$ cat src/scb_pkg.sv
/*
  scb_pkg: constants and types shared by the serial command bridge.
  assumes a 10 MHz controller clock and 7-bit target addresses.
*/
`default_nettype none
package scb_pkg;
  // time base
  localparam int CLK_NS = 100;
  localparam int US_NS = 1000;
  localparam int US_CYC = (US_NS + CLK_NS - 1) / CLK_NS;
  localparam logic [3:0] US_LAST = 4'(US_CYC - 1);
  // targets and results
  localparam logic [2:0] TGT_HIGH = 3'h4;
  localparam logic [3:0] SEL_RST = 4'h0;
  localparam logic [3:0] PROBE_LAST = 4'hf;
  localparam logic [7:0] PROBE_REG = 8'h00;
  localparam logic [2:0] MAX_TGT = 3'h4;
  localparam logic [2:0] RES_LAST = 3'h4;
  localparam logic [7:0] CH_STRIDE = 8'h08;
  // frame layout
  localparam logic [7:0] FRAME_MARKER = 8'h00;
  localparam logic [7:0] LEN_WIDE = 8'h04;
  localparam logic [7:0] LEN_NARROW = 8'h02;
  // characters
  localparam logic [7:0] CH_SP = 8'h20;
  localparam logic [7:0] CH_LF = 8'h0a;
  localparam logic [7:0] CH_CR = 8'h0d;
  localparam logic [7:0] CH_X = 8'h78;
  localparam logic [7:0] CH_0 = 8'h30;
  localparam logic [7:0] CH_9 = 8'h39;
  localparam logic [7:0] CH_A = 8'h61;
  localparam logic [7:0] CH_F = 8'h66;
  localparam logic [7:0] CH_Z = 8'h7a;

  typedef enum logic [2:0] {
    CMD_NONE = 3'b000, CMD_SETDEV = 3'b001, CMD_RREG = 3'b010,
    CMD_WREG = 3'b011, CMD_COLLECT = 3'b100, CMD_STOP = 3'b101
  } scb_cmd_t;

  typedef enum logic [2:0] {
    RP_ACK = 3'b000, RP_REG = 3'b001, RP_CONSOLE = 3'b010,
    RP_STATE = 3'b011, RP_REJECT = 3'b100
  } scb_rkind_t;

  typedef struct packed {
    scb_rkind_t kind;
    scb_cmd_t cmd;
    logic [7:0] reg_addr;
    logic [31:0] value;
    logic collecting;
  } scb_reply_t;

  typedef struct packed {
    logic write;
    logic [6:0] dev;
    logic [7:0] reg_addr;
    logic [15:0] data;
  } scb_bus_req_t;

  typedef struct packed {
    logic ack;
    logic [31:0] data;
  } scb_bus_rsp_t;
endpackage
`default_nettype wire

$ cat src/scb_bridge.sv
/*
  scb_bridge: text command interpreter, target access and sampling stream.
  assumes bytes, replies, target requests and frame bytes all move
  by valid/ready on ref_clk_in; a formatter outside renders replies.
*/
// How it works
// - setdevice carries the address low nibble; later register accesses go there.
// - setdevice answers with an echo acknowledgment, then the state.
// - after reset the lowest responding target is selected.
// - start-up probe; with no answer the controller falls back to spi.
// - hex arguments take either case, optional zeros, optional 0x prefix.
// - rreg reads the selected target; ack, register object, state.
// - wreg takes hex register and hex value under the same rules.
// - wreg answers ack, console note of value and register, state.
// - collect interval is a decimal 32-bit count of microseconds.
// - result mask bits pick result types for all channels together.
// - packed target nibbles, first target in bits 3 to 0.
// - target count from one to four.
// - all results of one target are read before the next target.
// - sets start one interval apart, or back to back when slower.
// - each frame opens with a zero marker byte, index, register, length.
// - index is the one-based position in the packed target list.
// - length counts data bytes, sent most significant first.
// - stop ends sampling, acknowledges, reports idle.
// - sampling never writes a target register.
// - unselected result types are never read.
// - register commands are served while sampling runs.
`timescale 1ns/10ps
`default_nettype none
module scb_bridge
  import scb_pkg::*;
(
  // clock and reset
  input wire logic ref_clk_in,
  input wire logic rst_n_in,
  // command bytes from the host
  input wire logic cmd_valid_in,
  input wire logic [7:0] cmd_byte_in,
  output logic cmd_ready_out,
  // structured replies
  output logic reply_valid_out,
  output scb_pkg::scb_reply_t reply_out,
  input wire logic reply_ready_in,
  // target transactions
  output logic bus_req_valid_out,
  output scb_pkg::scb_bus_req_t bus_req_out,
  input wire logic bus_req_ready_in,
  input wire logic bus_rsp_valid_in,
  input wire scb_pkg::scb_bus_rsp_t bus_rsp_in,
  // frame stream
  output logic frame_valid_out,
  output logic [7:0] frame_byte_out,
  input wire logic frame_ready_in,
  // status
  output logic spi_mode_out,
  output logic collecting_out,
  output logic [3:0] target_low_nibble_out
);
  import scb_pkg::*;

  typedef enum logic [2:0] {
    S_PROBE = 3'b000, S_PWAIT = 3'b001, S_RX = 3'b010, S_EXEC = 3'b011,
    S_BUS = 3'b100, S_BWAIT = 3'b101, S_REPLY = 3'b110
  } scb_cst_t;
  typedef enum logic [1:0] {
    SM_IDLE = 2'b00, SM_REQ = 2'b01, SM_WAIT = 2'b10, SM_EMIT = 2'b11
  } scb_sst_t;

  function automatic logic [4:0] hex_digit(input logic [7:0] c);
    logic [7:0] l;
    l = c | CH_SP;
    if (c >= CH_0 && c <= CH_9) return {1'b1, c[3:0]};
    if (l >= CH_A && l <= CH_F) return {1'b1, 4'(c[3:0] + 4'h9)};
    return 5'h00;
  endfunction

  function automatic scb_cmd_t kw_decode(input logic [7:0] a,
      input logic [7:0] b, input logic [3:0] n);
    if (a == 8'h73 && b == 8'h65 && n == 4'h9) return CMD_SETDEV;
    if (a == 8'h72 && b == 8'h72 && n == 4'h4) return CMD_RREG;
    if (a == 8'h77 && b == 8'h72 && n == 4'h4) return CMD_WREG;
    if (a == 8'h63 && b == 8'h6f && n == 4'h7) return CMD_COLLECT;
    if (a == 8'h73 && b == 8'h74 && n == 4'h4) return CMD_STOP;
    return CMD_NONE;
  endfunction

  function automatic logic args_ok(input scb_cmd_t c, input logic [2:0] n,
      input logic [3:0][31:0] a, input logic bad);
    logic r;
    r = 1'b0;
    case (c)
      CMD_SETDEV: r = n == 3'h2 && a[0] < 32'h10;
      CMD_RREG: r = n == 3'h2 && a[0] < 32'h100;
      CMD_WREG: r = n == 3'h3 && a[0] < 32'h100 && a[1] < 32'h10000;
      CMD_COLLECT: r = n == 3'h5 && a[1] < 32'h100 && a[2] < 32'h10000 &&
        a[3] != 32'h0 && a[3] <= {29'h0, MAX_TGT};
      CMD_STOP: r = n == 3'h1;
      default: r = 1'b0;
    endcase
    return r && !bad;
  endfunction

  function automatic scb_reply_t mk_reply(input scb_cmd_t c, input logic bad,
      input logic [1:0] step, input logic [3:0][31:0] a,
      input logic [31:0] rsp, input logic coll);
    scb_reply_t r;
    r = '{RP_STATE, c, a[0][7:0], a[0], coll};
    if (bad) r.kind = RP_REJECT;
    else if (step == 2'h0) r.kind = RP_ACK;
    else if (step == 2'h1 && c == CMD_RREG) begin
      r.kind = RP_REG;
      r.value = rsp;
    end else if (step == 2'h1 && c == CMD_WREG) begin
      r.kind = RP_CONSOLE;
      r.value = a[1];
    end
    return r;
  endfunction

  ////////////////////////////////////////////////////////////////////////
  // command parser and executor
  scb_cst_t cst_q, cst_d;
  scb_cmd_t cmd_q, cmd_d;
  logic [7:0] kw0_q, kw0_d, kw1_q, kw1_d;
  logic [3:0] kwlen_q, kwlen_d, sel_q, sel_d, pn_q, pn_d;
  logic [2:0] tok_q, tok_d, cnt_q, cnt_d;
  logic intok_q, intok_d, ndig_q, ndig_d, pfx_q, pfx_d, bad_q, bad_d;
  logic spi_q, spi_d, coll_q, coll_d, cstart_q, cstart_d;
  logic [31:0] cur_q, cur_d, ival_q, ival_d, rsp_q, rsp_d;
  logic [3:0][31:0] args_q, args_d;
  logic [4:0] mask_q, mask_d;
  logic [15:0] nib_q, nib_d;
  logic [1:0] step_q, step_d;
  scb_reply_t rp_q, rp_d;
  logic ok, hexm;
  scb_sst_t sst_q, sst_d;

  assign ok = args_ok(cmd_q, tok_q, args_q, bad_q);
  assign hexm = cmd_q == CMD_RREG || cmd_q == CMD_WREG;

  always_comb begin
    logic [7:0] c;
    logic [4:0] dv;
    logic [35:0] wide;
    logic tend, eol;
    c = cmd_byte_in;
    dv = hex_digit(c);
    wide = hexm ? {cur_q, dv[3:0]} : {4'h0, cur_q} * 36'd10 + {32'h0, dv[3:0]};
    tend = 1'b0;
    eol = c == CH_LF || c == CH_CR;
    cst_d = cst_q; cmd_d = cmd_q; kw0_d = kw0_q; kw1_d = kw1_q;
    kwlen_d = kwlen_q; sel_d = sel_q; pn_d = pn_q; tok_d = tok_q;
    cnt_d = cnt_q; intok_d = intok_q; ndig_d = ndig_q; pfx_d = pfx_q;
    bad_d = bad_q; spi_d = spi_q; coll_d = coll_q; cstart_d = 1'b0;
    cur_d = cur_q; ival_d = ival_q; rsp_d = rsp_q; args_d = args_q;
    mask_d = mask_q; nib_d = nib_q; step_d = step_q; rp_d = rp_q;
    unique case (cst_q)
      S_PROBE: if (bus_req_ready_in) cst_d = S_PWAIT;
      S_PWAIT: if (bus_rsp_valid_in) begin
        if (bus_rsp_in.ack) begin
          sel_d = pn_q;
          cst_d = S_RX;
        end else if (pn_q == PROBE_LAST) begin
          spi_d = 1'b1;
          cst_d = S_RX;
        end else begin
          pn_d = pn_q + 4'h1;
          cst_d = S_PROBE;
        end
      end
      S_RX: if (cmd_valid_in) begin
        if (c == CH_SP || eol) begin
          tend = intok_q;
        end else begin
          intok_d = 1'b1;
          if (tok_q == 3'h0) begin
            if (kwlen_q == 4'h0) kw0_d = c;
            if (kwlen_q == 4'h1) kw1_d = c;
            if (kwlen_q != 4'hf) kwlen_d = kwlen_q + 4'h1;
            if (c < CH_A || c > CH_Z) bad_d = 1'b1;
          end else if (hexm && c == CH_X && !pfx_q && ndig_q &&
              cur_q == 32'h0) begin
            pfx_d = 1'b1;
            ndig_d = 1'b0;
          end else begin
            // hex for register commands, decimal otherwise
            if (!dv[4] || (!hexm && c > CH_9) || wide[35:32] != 4'h0)
              bad_d = 1'b1;
            cur_d = wide[31:0];
            ndig_d = 1'b1;
          end
        end
        if (tend) begin
          if (tok_q == 3'h0) begin
            cmd_d = kw_decode(kw0_q, kw1_q, kwlen_q);
          end else if (tok_q > MAX_TGT || !ndig_q) begin
            bad_d = 1'b1;
          end else begin
            args_d[tok_q[1:0] - 2'h1] = cur_q;
          end
          if (tok_q != 3'h7) tok_d = tok_q + 3'h1;
          intok_d = 1'b0; cur_d = 32'h0; ndig_d = 1'b0; pfx_d = 1'b0;
        end
        if (eol && (intok_q || tok_q != 3'h0)) cst_d = S_EXEC;
      end
      S_EXEC: begin
        // no command takes effect unless the line checked out
        if (ok) begin
          unique case (cmd_q)
            CMD_SETDEV: sel_d = args_q[0][3:0];
            CMD_COLLECT: begin
              coll_d = 1'b1;
              cstart_d = 1'b1;
              ival_d = args_q[0];
              mask_d = args_q[1][4:0];
              nib_d = args_q[2][15:0];
              cnt_d = args_q[3][2:0];
            end
            CMD_STOP: coll_d = 1'b0;
            default: ;
          endcase
        end
        step_d = 2'h0;
        if (ok && hexm) cst_d = S_BUS;
        else begin
          cst_d = S_REPLY;
          rp_d = mk_reply(cmd_q, !ok, 2'h0, args_q, rsp_q, coll_d);
        end
      end
      S_BUS: if (sst_q != SM_WAIT && bus_req_ready_in) cst_d = S_BWAIT;
      S_BWAIT: if (bus_rsp_valid_in) begin
        rsp_d = bus_rsp_in.data;
        cst_d = S_REPLY;
        rp_d = mk_reply(cmd_q, 1'b0, 2'h0, args_q, rsp_q, coll_q);
      end
      S_REPLY: if (reply_ready_in) begin
        if (rp_q.kind == RP_STATE || rp_q.kind == RP_REJECT) begin
          cst_d = S_RX; cmd_d = CMD_NONE; tok_d = 3'h0; kwlen_d = 4'h0;
          bad_d = 1'b0; intok_d = 1'b0; cur_d = 32'h0; ndig_d = 1'b0;
          pfx_d = 1'b0;
        end else begin
          step_d = step_q + 2'h1;
          // register object or console note, then the state
          rp_d = mk_reply(cmd_q, 1'b0, step_d, args_q, rsp_q, coll_q);
        end
      end
      default: cst_d = S_RX;
    endcase
  end

  always_ff @(posedge ref_clk_in or negedge rst_n_in) begin
    if (!rst_n_in) begin
      cst_q <= S_PROBE; cmd_q <= CMD_NONE; kw0_q <= 8'h00; kw1_q <= 8'h00;
      kwlen_q <= 4'h0; sel_q <= SEL_RST; pn_q <= 4'h0; tok_q <= 3'h0;
      cnt_q <= 3'h1; intok_q <= 1'b0; ndig_q <= 1'b0; pfx_q <= 1'b0;
      bad_q <= 1'b0; spi_q <= 1'b0; coll_q <= 1'b0; cstart_q <= 1'b0;
      cur_q <= 32'h0; ival_q <= 32'h0; rsp_q <= 32'h0; args_q <= '0;
      mask_q <= 5'h00; nib_q <= 16'h0000; step_q <= 2'h0; rp_q <= '0;
    end else begin
      cst_q <= cst_d; cmd_q <= cmd_d; kw0_q <= kw0_d; kw1_q <= kw1_d;
      kwlen_q <= kwlen_d; sel_q <= sel_d; pn_q <= pn_d; tok_q <= tok_d;
      cnt_q <= cnt_d; intok_q <= intok_d; ndig_q <= ndig_d; pfx_q <= pfx_d;
      bad_q <= bad_d; spi_q <= spi_d; coll_q <= coll_d; cstart_q <= cstart_d;
      cur_q <= cur_d; ival_q <= ival_d; rsp_q <= rsp_d; args_q <= args_d;
      mask_q <= mask_d; nib_q <= nib_d; step_q <= step_d; rp_q <= rp_d;
    end
  end

  ////////////////////////////////////////////////////////////////////////
  // sampler: targets outer, result types middle, channels inner
  logic [3:0] us_q, us_d;
  logic [31:0] el_q, el_d, dat_q, dat_d;
  logic [1:0] tgt_q, tgt_d;
  logic [2:0] res_q, res_d, bi_q, bi_d;
  logic ch_q, ch_d, selb, smp_req, push_v, push, fin_ready;
  logic [7:0] push_data, len, raddr;

  assign selb = mask_q[RES_LAST - res_q];
  assign len = res_q == RES_LAST ? LEN_WIDE : LEN_NARROW;
  assign raddr = (ch_q ? CH_STRIDE : 8'h00) | {5'h00, res_q};
  // commands own the bus first; a set may stretch to let them in
  assign smp_req = sst_q == SM_REQ && coll_q && selb &&
    cst_q != S_BUS && cst_q != S_BWAIT;

  always_comb begin
    logic done;
    done = 1'b0;
    sst_d = sst_q; us_d = us_q; el_d = el_q; dat_d = dat_q; tgt_d = tgt_q;
    res_d = res_q; bi_d = bi_q; ch_d = ch_q; push_v = 1'b0;
    push_data = FRAME_MARKER;
    if (us_q == US_LAST) begin
      us_d = 4'h0;
      if (el_q != 32'hffffffff) el_d = el_q + 32'h1;
    end else us_d = us_q + 4'h1;
    if (cstart_q) el_d = 32'hffffffff;
    unique case (sst_q)
      SM_IDLE: if (coll_q && el_q >= ival_q) begin
        sst_d = SM_REQ;
        el_d = 32'h0; us_d = 4'h0;
        tgt_d = 2'h0; res_d = 3'h0; ch_d = 1'b0;
      end
      SM_REQ: begin
        if (!coll_q) sst_d = SM_IDLE;
        else if (!selb) done = 1'b1;
        else if (smp_req && bus_req_ready_in) sst_d = SM_WAIT;
      end
      SM_WAIT: if (bus_rsp_valid_in) begin
        dat_d = len == LEN_WIDE ? bus_rsp_in.data : bus_rsp_in.data << 16;
        bi_d = 3'h0;
        sst_d = SM_EMIT;
      end
      SM_EMIT: begin
        push_v = 1'b1;
        case (bi_q)
          3'h0: push_data = FRAME_MARKER;
          3'h1: push_data = {6'h00, tgt_q} + 8'h01;
          3'h2: push_data = raddr;
          3'h3: push_data = len;
          default: push_data = dat_q[31:24];
        endcase
        if (fin_ready) begin
          if (bi_q > 3'h3) dat_d = dat_q << 8;
          if ({5'h00, bi_q} == len + 8'h03) done = 1'b1;
          else bi_d = bi_q + 3'h1;
        end
      end
      default: sst_d = SM_IDLE;
    endcase
    if (done) begin
      sst_d = SM_REQ;
      ch_d = !ch_q;
      if (ch_q) begin
        if (res_q != RES_LAST) res_d = res_q + 3'h1;
        else begin
          res_d = 3'h0;
          if ({1'b0, tgt_q} + 3'h1 < cnt_q) tgt_d = tgt_q + 2'h1;
          else sst_d = SM_IDLE;
        end
      end
    end
  end

  always_ff @(posedge ref_clk_in or negedge rst_n_in) begin
    if (!rst_n_in) begin
      sst_q <= SM_IDLE; us_q <= 4'h0; el_q <= 32'h0; dat_q <= 32'h0;
      tgt_q <= 2'h0; res_q <= 3'h0; bi_q <= 3'h0; ch_q <= 1'b0;
    end else begin
      sst_q <= sst_d; us_q <= us_d; el_q <= el_d; dat_q <= dat_d;
      tgt_q <= tgt_d; res_q <= res_d; bi_q <= bi_d; ch_q <= ch_d;
    end
  end

  ////////////////////////////////////////////////////////////////////////
  // two-entry frame buffer; a stalled receiver holds the sampler
  logic [1:0][7:0] mem_q, mem_d;
  logic wp_q, wp_d, fp_q, fp_d, pop;
  logic [1:0] fc_q, fc_d;

  assign fin_ready = fc_q != 2'h2;
  assign push = push_v && fin_ready;
  assign pop = frame_valid_out && frame_ready_in;

  always_comb begin
    mem_d = mem_q;
    wp_d = wp_q;
    fp_d = fp_q;
    fc_d = fc_q + {1'b0, push} - {1'b0, pop};
    if (push) begin
      mem_d[wp_q] = push_data;
      wp_d = !wp_q;
    end
    if (pop) fp_d = !fp_q;
  end

  always_ff @(posedge ref_clk_in or negedge rst_n_in) begin
    if (!rst_n_in) begin
      mem_q <= '0; wp_q <= 1'b0; fp_q <= 1'b0; fc_q <= 2'h0;
    end else begin
      mem_q <= mem_d; wp_q <= wp_d; fp_q <= fp_d; fc_q <= fc_d;
    end
  end

  ////////////////////////////////////////////////////////////////////////
  // outputs
  assign cmd_ready_out = cst_q == S_RX;
  assign reply_valid_out = cst_q == S_REPLY;
  assign reply_out = rp_q;
  assign frame_valid_out = fc_q != 2'h0;
  assign frame_byte_out = mem_q[fp_q];
  assign spi_mode_out = spi_q;
  assign collecting_out = coll_q;
  assign target_low_nibble_out = sel_q;
  assign bus_req_valid_out = cst_q == S_PROBE || smp_req ||
    (cst_q == S_BUS && sst_q != SM_WAIT);

  always_comb begin
    bus_req_out = '{1'b0, {TGT_HIGH, nib_q[4 * tgt_q +: 4]}, raddr, 16'h0};
    if (cst_q == S_PROBE)
      bus_req_out = '{1'b0, {TGT_HIGH, pn_q}, PROBE_REG, 16'h0};
    else if (cst_q == S_BUS) // only wreg ever writes
      bus_req_out = '{cmd_q == CMD_WREG, {TGT_HIGH, sel_q}, args_q[0][7:0],
        args_q[1][15:0]};
  end
endmodule
`default_nettype wire

$ cat config.mk
export PLATFORM = sky130hd
export DESIGN_NAME = scb_bridge
export DESIGN_NICKNAME = d
export VERILOG_FILES = /design/src/scb_pkg.sv /design/src/scb_bridge.sv
export SDC_FILE = /design/constraint.sdc
export NUM_CORES = 1
export LEC_CHECK = 0
export ABC_AREA = 1
export BUFFER_PORTS_ARGS = -buffer_cell sky130_fd_sc_hd__buf_4
export CELL_PAD_IN_SITES_DETAIL_PLACEMENT = 2
export CELL_PAD_IN_SITES_GLOBAL_PLACEMENT = 2
export CORE_AREA = 5 5 259 261
export CTS_CLUSTER_DIAMETER = 30
export DETAILED_ROUTE_END_ITERATION = 16
export DIE_AREA = 0 0 264 266
export GPL_TIMING_DRIVEN = 0
export PLACE_DENSITY_LB_ADDON = 0.2
export REMOVE_ABC_BUFFERS = 1
export SETUP_SLACK_MARGIN = 0.15
export SLEW_MARGIN = 20
export SYNTH_ARGS = -nofsm -noshare
export SYNTH_HDL_FRONTEND = slang
export SYNTH_SLANG_ARGS = --single-unit
$ cat constraint.sdc
create_clock -name ref_clk_in -period 8.19 [get_ports ref_clk_in]
set_input_delay 0.819 -clock ref_clk_in [delete_from_list [all_inputs] [get_ports ref_clk_in]]
set_output_delay 0.819 -clock ref_clk_in [all_outputs]
set_load 0.01 [all_outputs]
==> results.txt, run 1 <==
- Clock latency on the worst-skew pair, taken at its later pin, is 0.71 ns.
- Sw frac: 45.1%
* Grt ovf: 0
- Across the routed clock network, the largest skew measured is 0.0379 ns.
* Largest net degree at the start of global routing: 98
- On the final layout, the worst hold slack is 0.0684 ns.
- Site row count: 93
* Design Area, Final: 0.0317 mm2
- Total number of cells along the worst setup path: 13
* Unrepaired setup endpoints after global routing: no
- Startpoint of the most critical register-to-register path: cmd_q[1]$_DFFE_PN0P_
* Clk slew on worst S/H paths: 0.05 ns
- Portion of total power attributed to combinational logic: 39.1%
- Together, buffers and inverters on the worst path number 3.
- Critical path's slowest cell: sky130_fd_sc_hd__nor3_1
- Average routed wire per standard cell: 30.6 um
- Kind of path behind the tightest hold check: input port to asynchronous set/reset pin
- At the pin with the least slew margin, the transition time is 1.22 ns.
- The cell count after synthesis came out at 3332.
- Fraction of final layout cells sized beyond drive strength 1: 13.9%
- The analysis attributes to cell leakage a power of 15.5 nW.
- Final Routed Wirelength: 136000 um
- The largest single stage delay on the critical path is 1.00 ns.
- The layout has 7017 filler cells.
* Number of cells in the finished layout apart from fillers: 4447
- Period Utilization, post-route: 71.5%
- For this design the total switching power over the nets is 0.00576 W.
- The floorplan step set the die height to 266 um.
- Of all flip-flops after synthesis, the portion carrying an async set or reset was 100%.
- H-tree lvl count: 3
- Count of pins over their slew limit: 0
* Via count: 27239
- Counting along the longest clock path gives a buffer depth of 3.
- STA classifies the critical path endpoint as a flip-flop.
- Slack of the worst reg-to-reg path: 2.33 ns
* DRT iter0 DRCs: 2469
- Boundary Pins: 145
- Worst r2r path cells: 13
* Syn Area/Cell: 7.67 um2
- Maximum achievable frequency: 171 MHz
- The first global-routing pass estimated 203000 um of wire.
* Initial Util: 39.8%
- Post-CTS timing repair inserted 0 buffers for setup.
- HPWL after detailed placement: 77800 um
- In this run the tool buffered the top-level ports with 141 buffer cells.
- Once detail routing completed, the nets flagged for antenna violations numbered 0.
- Of the post-synthesis cell area, the dominant cell type holds 43.0%.
* Largest cells by area after synthesis: sky130_fd_sc_hd__dfrtp_1 (43%), sky130_fd_sc_hd__nand2_1 (13%), sky130_fd_sc_hd__o21ai_0 (7.6%)
- In this run, synthesis produced a sequential element count of 440.
* Cells along the critical path: inv_1 -> nor2_4 -> inv_2 -> nor3_1 -> nand4_1 -> nor3_1 -> nand3b_1 -> nand2_1 -> a21oi_4 -> nand2_1 -> inv_2 -> o221ai_1 -> o21ai_0
- The biggest area contributor in the post-synthesis netlist is sky130_fd_sc_hd__dfrtp_1.
* Total number of clock tree sinks: 440
* Relative contribution of the clock network to total power: 37.0%
- Placement-stage worst setup slack: 2.55 ns
- Number of max-cap violations: 0
- Total power density per cell area: 403 mW/mm2
* Gates resized, CTS repair: 0
* Root buffer cell: sky130_fd_sc_hd__clkbuf_16
- Overall die area: 0.0702 mm2
- Counting flops with a built-in enable in the synthesized netlist gives 0.
- The netlist uses 69 different library cells.
- The clock period could shrink to 5.86 ns.
* Area after detailed placement: 0.0278 mm2
- For the worst setup path, the data required time is 8.63 ns.
* Number of global-route vias before repair: 31043
- In the final design database the tool counted 3673 nets.
- At the worst endpoint, the arrival time is 6.30 ns.
- Horiz. Die Dim: 264 um
* Most used flip-flop cell after synthesis: sky130_fd_sc_hd__dfrtp_1
- Final WS setup: 2.33 ns
- Number of buffers inserted during clock tree synthesis: 111
- IR analysis of the VDD net gives a maximum drop of 0.000214 V.
* Critical Path Source Type: flip-flop
- Post-synthesis instance area: 0.0256 mm2
* Fin. Hold Viols: 0
* Placed Cells incl. Taps: 4233
* Global Route Usage Sum: 37.6%
* Critical path origin: cmd_q[1]$_DFFE_PN0P_
- The setup path with the least slack is of type flip-flop to flip-flop.
- In the routed layout, each cell is associated on average with a via count of 6.13.
- TritonCTS built the clock tree.
* Outcome: finished clean
* Seq pwr share: 24.0%
- Remaining design rule violation count: 0
* Area added between synthesis and finish: 23.9%
- Cell family with the largest share of critical-path delay: simple AND/OR/NAND/NOR gates
- The pre-antenna-repair detailed-routing pass consisted of 6 iterations.
- Yosys synthesis warning count: 0
- Max-slew headroom: 18.7%
- The total area inside the core boundary comes to 0.0642 mm2.
- Initial antenna violation count: 6
- Count of hold-fix buffers inserted at cts: 0
- After synthesis, flip-flops and latches occupy 43.1% of the total area.
- Total Power: 0.0128 W
* Total of endpoints with negative setup slack in the final report: 0
- Endpoint of the worst register-to-register path: cur_q[29]$_DFFE_PN0P_
- Critical path capture point: cur_q[29]$_DFFE_PN0P_
- Design internal power: 0.00702 W
- In this run the worst path has a maximum fanout of 44.
- Global placement routability congestion: 0.895
-- cell usage in the layout (no fill, tap or decap), types with 29 or more instances in the layout --
cell type | netlist | layout
sky130_fd_sc_hd__nand4_1 | 51 | 51
sky130_fd_sc_hd__buf_4 | 3 | 141
sky130_fd_sc_hd__nand3_1 | 125 | 119
sky130_fd_sc_hd__nor4_1 | 32 | 32
sky130_fd_sc_hd__ha_1 | 132 | 132
sky130_fd_sc_hd__o211ai_1 | 34 | 34
sky130_fd_sc_hd__nor2_1 | 230 | 226
sky130_fd_sc_hd__dfrtp_1 | 439 | 439
sky130_fd_sc_hd__nand2_2 | 28 | 30
sky130_fd_sc_hd__inv_1 | 439 | 436
sky130_fd_sc_hd__a21oi_1 | 107 | 106
sky130_fd_sc_hd__clkbuf_16 | 0 | 112
sky130_fd_sc_hd__nand2_1 | 863 | 861
sky130_fd_sc_hd__nor3_1 | 63 | 62
sky130_fd_sc_hd__o21ai_0 | 390 | 390
sky130_fd_sc_hd__clkinv_2 | 0 | 29
-- cells by family (layout without fill, tap and decap cells) --
logic type,count (synthesis),count (layout),synth area share (%)
buffers and inverters,569,825,8.49
AND/OR/NAND/NOR,1463,1463,24.8
adder cells (fa/ha/maj),134,134,6.62
AO/OA/AOI/OAI,658,658,14.5
flip-flops,440,440,43.1
other,2,6,0.0294
multiplexers,26,26,1.14
XOR/XNOR,40,40,1.37
-- layout make-up --
| cell class | instances | area [um2] | area share [%] |
|---|---|---|---|
| Multi-Input combinational cell | 2324 | 12500 | 39.5 |
| Sequential cell | 440 | 11000 | 34.8 |
| Clock buffer | 151 | 3200 | 10.1 |
| Inverter | 454 | 1700 | 5.38 |
| Timing Repair Buffer | 160 | 1460 | 4.62 |
| Tap cell | 855 | 1070 | 3.38 |
| Clock inverter | 60 | 719 | 2.27 |
| Antenna cell | 3 | 7.51 | 0.0237 |
-- worst min path at each step --
stage | start | endpoint | slack (ns) | depth (start not counted)
3_5_place_dp | nib_q[6]$_DFFE_PN0P_ | nib_q[6]$_DFFE_PN0P_ | 0.46 | 2
2_1_floorplan | nib_q[10]$_DFFE_PN0P_ | nib_q[10]$_DFFE_PN0P_ | 0.44 | 2
5_1_grt | rst_n_in | mem_q[15]$_DFFE_PN0P_ | 0.12 | 1
3_3_place_gp | args_q[109]$_DFFE_PN0P_ | args_q[109]$_DFFE_PN0P_ | 0.46 | 2
6_report | rst_n_in | mem_q[15]$_DFFE_PN0P_ | 0.07 | 1
4_1_cts | rst_n_in | mem_q[7]$_DFFE_PN0P_ | 0.1 | 1
-- registers in the layout (all words and copies together), names as in the netlist, 3 cells and up --
| register | cells |
|---|---|
| rsp_q | 32 |
| args_q | 128 |
| tok_q | 3 |
| mask_q | 5 |
| res_q | 3 |
| ival_q | 32 |
| cnt_q | 3 |
| el_q | 32 |
| cur_q | 32 |
| pn_q | 4 |
| bi_q | 3 |
| kw1_q | 8 |
| reply_out | 47 |
| cmd_q | 3 |
| nib_q | 16 |
| us_q | 4 |
| kw0_q | 8 |
| target_low_nibble_out | 4 |
| mem_q | 16 |
| dat_q | 32 |
| cst_q | 3 |
| kwlen_q | 4 |
-- synth_stat cells (all sizes together) (2+ instances only) --
cell type / n
nand2: 891
o21a: 3
nand3b: 9
dfrtp: 439
a2111oi: 3
o21ai: 401
o221ai: 7
a21oi: 109
o311ai: 2
a221o: 2
a22oi: 8
conb: 2
ha: 132
clkinv: 2
mux2: 25
a21boi: 2
nand3: 136
clkbuf: 97
o22ai: 20
o21bai: 2
nand4: 51
inv: 452
a221oi: 2
o41ai: 14
a311oi: 5
fa: 2
nor3: 63
o31ai: 12
o32ai: 13
nor2: 260
a31oi: 7
and2: 4
xor2: 23
nor4: 35
buf: 18
a211oi: 7
xnor2: 17
or4: 4
or2: 6
and3: 2
o211ai: 34
-- metal layers --
metal | global-route usage [%] | up-vias | wire, um
li1 | - | 11327 | -
met1 | 43.9 | 14022 | 51400
met2 | 64.1 | 1356 | 66000
met3 | 8.94 | 526 | 9850
met4 | 20.7 | 8 | 8540
met5 | 0 | - | 58
-- stage by stage --
| stage | TNS [ns] | util, % |
|---|---|---|
| global placement | -0.287 | 42.4 |
| detailed placement | 0 | 43.2 |
| finish | 0 | 49.3 |
| floorplan | 0 | - |
| global route | 0 | 49.3 |
| CTS | 0 | 49.3 |
-- power by group through the flow --
stage	clock, W	sequential, W	combinational, W
6_report	0.00472	0.00307	0.00499
5_1_grt	0.00483	0.00308	0.00533
4_1_cts	0.00472	0.00305	0.00490
3_5_place_dp	0	0.00301	0.00442
3_3_place_gp	0	0.00298	0.00405
2_1_floorplan	0	0.00286	0.00283
No activity file was read; power rests on OpenSTA's default activity.
==> inputs of run 2 (changes only) <==
--- a/config.mk
+++ b/config.mk
@@ -5,14 +5,14 @@
 export SDC_FILE = /design/constraint.sdc
 export NUM_CORES = 1
 export LEC_CHECK = 0
-export ABC_AREA = 1
+export ABC_AREA = 0
 export BUFFER_PORTS_ARGS = -buffer_cell sky130_fd_sc_hd__buf_4
 export CELL_PAD_IN_SITES_DETAIL_PLACEMENT = 2
 export CELL_PAD_IN_SITES_GLOBAL_PLACEMENT = 2
-export CORE_AREA = 5 5 259 261
+export CORE_AREA = 5 5 265 267
 export CTS_CLUSTER_DIAMETER = 30
 export DETAILED_ROUTE_END_ITERATION = 16
-export DIE_AREA = 0 0 264 266
+export DIE_AREA = 0 0 270 272
 export GPL_TIMING_DRIVEN = 0
 export PLACE_DENSITY_LB_ADDON = 0.2
 export REMOVE_ABC_BUFFERS = 1
==> constraint.sdc (replaced) <==
create_clock -name ref_clk_in -period 4.9 [get_ports ref_clk_in]
set_input_delay 0.49 -clock ref_clk_in [delete_from_list [all_inputs] [get_ports ref_clk_in]]
set_output_delay 0.49 -clock ref_clk_in [all_outputs]
set_load 0.01 [all_outputs]
==> run 2 against run 1 <==
  * Sequential cell count stayed put
  * Combinational power is 15% lower
  * Synthesized cell count is 28% lower
  * Largest cell class unchanged
  * First-iteration DRC count is 59% lower
  * Critical path type unchanged
  * Design area is 4.4% lower
  * Sequential power is 58% higher
==> results.txt, run 2 <==
* Yosys cell types: 93
* Clock latency reported for the late side of the worst-skew pair: 0.66 ns
- Area after detailed placement: 0.0263 mm2
- The analysis attributes to net switching a power of 0.00576 W.
* EDFF count, synth: 0
- The setup check on the worst reg-to-reg path leaves a slack of 0.40 ns.
- Number of buffers inserted during clock tree synthesis: 107
- Startpoint of the most critical register-to-register path: cur_q[2]$_DFFE_PN0P_
- In this run the critical register-to-register path is captured at bad_q$_DFFE_PN0P_.
- Worst Path Required: 5.41 ns
- The number of global-route vias before repair was 22776.
* Max-slew headroom: 37.1%
- Yosys attributes the largest share of cell area to sky130_fd_sc_hd__dfrtp_1 (46%), sky130_fd_sc_hd__mux2_2 (9.9%), sky130_fd_sc_hd__ha_1 (6.9%).
* Cell family with the largest share of critical-path delay: compound AO/OA/AOI/OAI gates
* Total number of nets in the final design: 2739
* Critical Path Source Type: flip-flop
* Core box area: 0.0679 mm2
* Site row count: 96
- Layout Utilization: 44.6%
* Global Route Usage Sum: 24.0%
- Number of max-cap violations: 0
* H-tree lvl count: 3
- DRT iter0 DRCs: 1000
- Area added between synthesis and finish: 26.2%
- The die is 270 um wide.
- Net switching is 34.4% of the power.
- Worst clock skew: 0.0289 ns
- Placement-stage worst setup slack: -0.410 ns
- Total number of clock tree sinks: 440
- Kind of path behind the tightest hold check: input port to flip-flop
- The number of hold violations in the final report came to 0.
- Once the floorplan was initialized, standard cells occupied 35.4% of the core.
- Leaving out fill and tap cells, the most frequent cell in the layout is sky130_fd_sc_hd__dfrtp_1.
- Via count: 19765
* Boundary Pins: 145
- After synthesis the cells add up to 0.0240 mm2.
- Seq pwr share: 29.0%
- The most common cell in the synthesized netlist is sky130_fd_sc_hd__dfrtp_1.
- The first detailed-routing pass took 5 iterations.
- Walking the worst path, the cells encountered are ha_1 -> ha_1 -> fa_1 -> a211oi_2 -> o211a_1 -> o32ai_2 -> a31o_2 -> a21oi_1 -> nand4_1 -> or3_4 -> nor4_2 -> mux2i_1 -> a31oi_1.
- Die boundary height: 272 um
- 0 antenna diodes ended up in the layout.
* Slowest Stage Delay on Critical Path: 0.64 ns
* Most repeated library cell on the critical path: sky130_fd_sc_hd__ha_1
- Largest net degree at the start of global routing: 95
- Summing all non-filler instances in the final layout gives an area of 0.0303 mm2.
- Crit path DAT: 5.01 ns
* Global placement routability congestion: 0.852
* Portion of total power attributed to combinational logic: 25.2%
* Number of buffer and inverter instances along the worst setup path: 0
- Cell types with the highest counts after synthesis: sky130_fd_sc_hd__dfrtp_1 (439), sky130_fd_sc_hd__nand2_1 (351), sky130_fd_sc_hd__o21ai_0 (233), sky130_fd_sc_hd__mux2_2 (210), sky130_fd_sc_hd__ha_1 (132)
- Once detailed placement completed, the half-perimeter wirelength came to 61900 um.
* Critical Path Fanout Max: 9
* Launch instance of the worst min-delay path: bus_rsp_in[20]
* Post-layout min period: 4.50 ns
- At the pin with the least slew margin, the transition time is 0.935 ns.
* Overall die area: 0.0734 mm2
- Total of endpoints with negative setup slack in the final report: 0
- The count of buffers added on input and output ports is 141.
* Clock tree from TritonCTS: yes
- The worst hold path was traced through 2 stages.
* Final WS setup: 0.397 ns
* Leakage: 14.1 nW
- The initial antenna violation count is 1.
- Maximum vdd ir drop: 0.000279 V
- In the synthesized netlist, the number of instances is 2386.
* Synthesis-stage register bit count: 440
- Deepest clock path buffer count: 3
* Worst r2r path cells: 13
- Critical path's slowest cell: sky130_fd_sc_hd__dfrtp_1
- Most frequent cells in the layout: sky130_fd_sc_hd__dfrtp_1 (432), sky130_fd_sc_hd__nand2_1 (346), sky130_fd_sc_hd__o21ai_0 (232)
- Once detail routing completed, the nets flagged for antenna violations numbered 0.
- Largest register by flop count: args_q
- Outcome: finished clean
* Average routed wire per standard cell: 25.4 um
* Area share of the largest cell type after synthesis: 45.8%
* Sequential cell area fraction in the yosys report: 45.9%
- First-pass GRT wire length: 139000 um
- Total power density per cell area: 553 mW/mm2
* Relative contribution of the clock network to total power: 45.8%
* Root buffer cell: sky130_fd_sc_hd__clkbuf_16
- Via-per-instance ratio: 5.60
* Unrepaired setup endpoints after global routing: no
* Design internal power: 0.0110 W
* Kind of critical path: flip-flop to flip-flop
- Filler Cell Count: 6900
* Remaining design rule violation count: 0
- Post-synth ARST share: 100%
- Period Utilization, post-route: 91.9%
- After clock tree synthesis, the clock-pin slew on the worst setup and hold paths is 0.05 ns.
- Setup total negative slack on the finished layout was measured at 0 ns.
* Final Routed Wirelength: 89500 um
* Most used flip-flop cell after synthesis: sky130_fd_sc_hd__dfrtp_1
* Fraction of final layout cells sized beyond drive strength 1: 23.9%
- For this run, the number of Yosys warnings is 0.
- For hold timing, the worst endpoint is rsp_q[20]$_DFFE_PN0P_.
- Static timing analysis puts the maximum clock frequency at 222 MHz.
- After synthesis, the mean cell area works out to 10.1 um2.
- The register with the most flip-flops in the layout has 128 of them.
- Count of pins over their slew limit: 0
- Grt ovf: 0
* Type of destination of the critical path: flip-flop
- Area leader, netlist: sky130_fd_sc_hd__dfrtp_1
-- run 2: changes by cell type in the layout (fill, tap and decap cells not counted), sizes merged, moves of 27 or more --
| cell | delta |
|---|---|
| a21o | +30 |
| and3 | +29 |
| inv | -374 |
| mux2 | +185 |
| mux2i | +61 |
| nand2 | -540 |
| nand3 | -94 |
| nor2 | -150 |
| nor3 | -37 |
| o211ai | -27 |
| o21ai | -161 |
| xnor2 | +28 |
-- run 2: kinds of logic (layout without fill, tap and decap cells) --
logic type	after synthesis	after routing	synth area share, %
DFF	440	440	45.9
and+or+nand+nor	731	731	14.5
AOI/OAI and AO/OA	521	521	13.1
xor gates and xnor gates	91	91	3.35
adders and majority gates	134	134	7.05
other	2	3	0.0313
buffers and inverters	190	450	3.15
muxes	277	277	12.9
-- run 2: power groups by stage --
stage	Combinational [W]	Sequential, W	Clock, W
after global routing	0.00469	0.00488	0.00800
after global placement	0.00371	0.00488	0
after detailed placement	0.00420	0.00489	0
after CTS	0.00426	0.00485	0.00778
after floorplan	0.00273	0.00439	0
final	0.00422	0.00486	0.00767
-- run 2: how the worst max path moves through the flow --
stage | from | endpoint | slack [ns] | depth (start not counted)
3_3_place_gp | cmd_q[1]$_DFFE_PN0P_ | reply_out[15]$_DFFE_PN0P_ | -5.17 | 5
2_1_floorplan | cmd_q[1]$_DFFE_PN0P_ | reply_out[10]$_DFFE_PN0P_ | -0.23 | 6
5_1_grt | cur_q[2]$_DFFE_PN0P_ | bad_q$_DFFE_PN0P_ | 0.15 | 13
3_5_place_dp | cmd_byte_in[1] | bad_q$_DFFE_PN0P_ | -0.41 | 18
6_report | cur_q[2]$_DFFE_PN0P_ | bad_q$_DFFE_PN0P_ | 0.40 | 13
4_1_cts | cur_q[3]$_DFFE_PN0P_ | bad_q$_DFFE_PN0P_ | 0.17 | 13
-- run 2: timing repair --
| action | CTS | global route |
|---|---|---|
| hold endpoints to repair | 60 | 0 |
| buffers inserted | 0 | 0 |
| endpoints found under the setup margin | 0 | 6 |
| hold buffers | 1 | 0 |
| gates resized for setup | 0 | 7 |
-- run 2: worst reg2reg max path: stages (launching register included) --
cell                       delay, ns
sky130_fd_sc_hd__dfrtp_1        0.64
sky130_fd_sc_hd__ha_1           0.33
sky130_fd_sc_hd__ha_1           0.26
sky130_fd_sc_hd__fa_1           0.46
sky130_fd_sc_hd__a211oi_2       0.33
sky130_fd_sc_hd__o211a_1        0.30
sky130_fd_sc_hd__o32ai_2        0.17
sky130_fd_sc_hd__a31o_2         0.26
sky130_fd_sc_hd__a21oi_1        0.34
sky130_fd_sc_hd__nand4_1        0.25
sky130_fd_sc_hd__or3_4          0.48
sky130_fd_sc_hd__nor4_2         0.18
sky130_fd_sc_hd__mux2i_1        0.26
sky130_fd_sc_hd__a31oi_1        0.11
-- run 2: stage by stage --
| step | instances | total power [W] | hold WS [ns] |
|---|---|---|---|
| floorplan | 2276 | 0.00712 | 0.194 |
| global placement | 3299 | 0.00859 | 0.443 |
| detailed placement | 3329 | 0.00909 | 0.458 |
| CTS | 3529 | 0.0169 | 0.0557 |
| global route | 3529 | 0.0176 | 0.0893 |
| finish | 3529 | 0.0167 | 0.101 |
-- run 2: layout make-up --
cell class	count	area (um2)	share of cell area (%)
Timing Repair Buffer	172	1620	5.36
Multi-Input combinational cell	1757	12300	40.7
Clock buffer	134	2970	9.81
Inverter	79	299	0.987
Clock inverter	65	937	3.09
Tap cell	882	1100	3.64
Sequential cell	440	11000	36.4
-- run 2: routing by layer --
metal / part of all wire [%] / routed length [um] / GRT usage (%) / vias up
li1: - / - / - / 8904
met4: 3.5 / 3090 / 9.35 / 0
met2: 51 / 46100 / 43.7 / 340
met5: 0 / 0 / 0 / -
met3: 3.0 / 2680 / 3.26 / 143
met1: 42 / 37700 / 28.9 / 10378
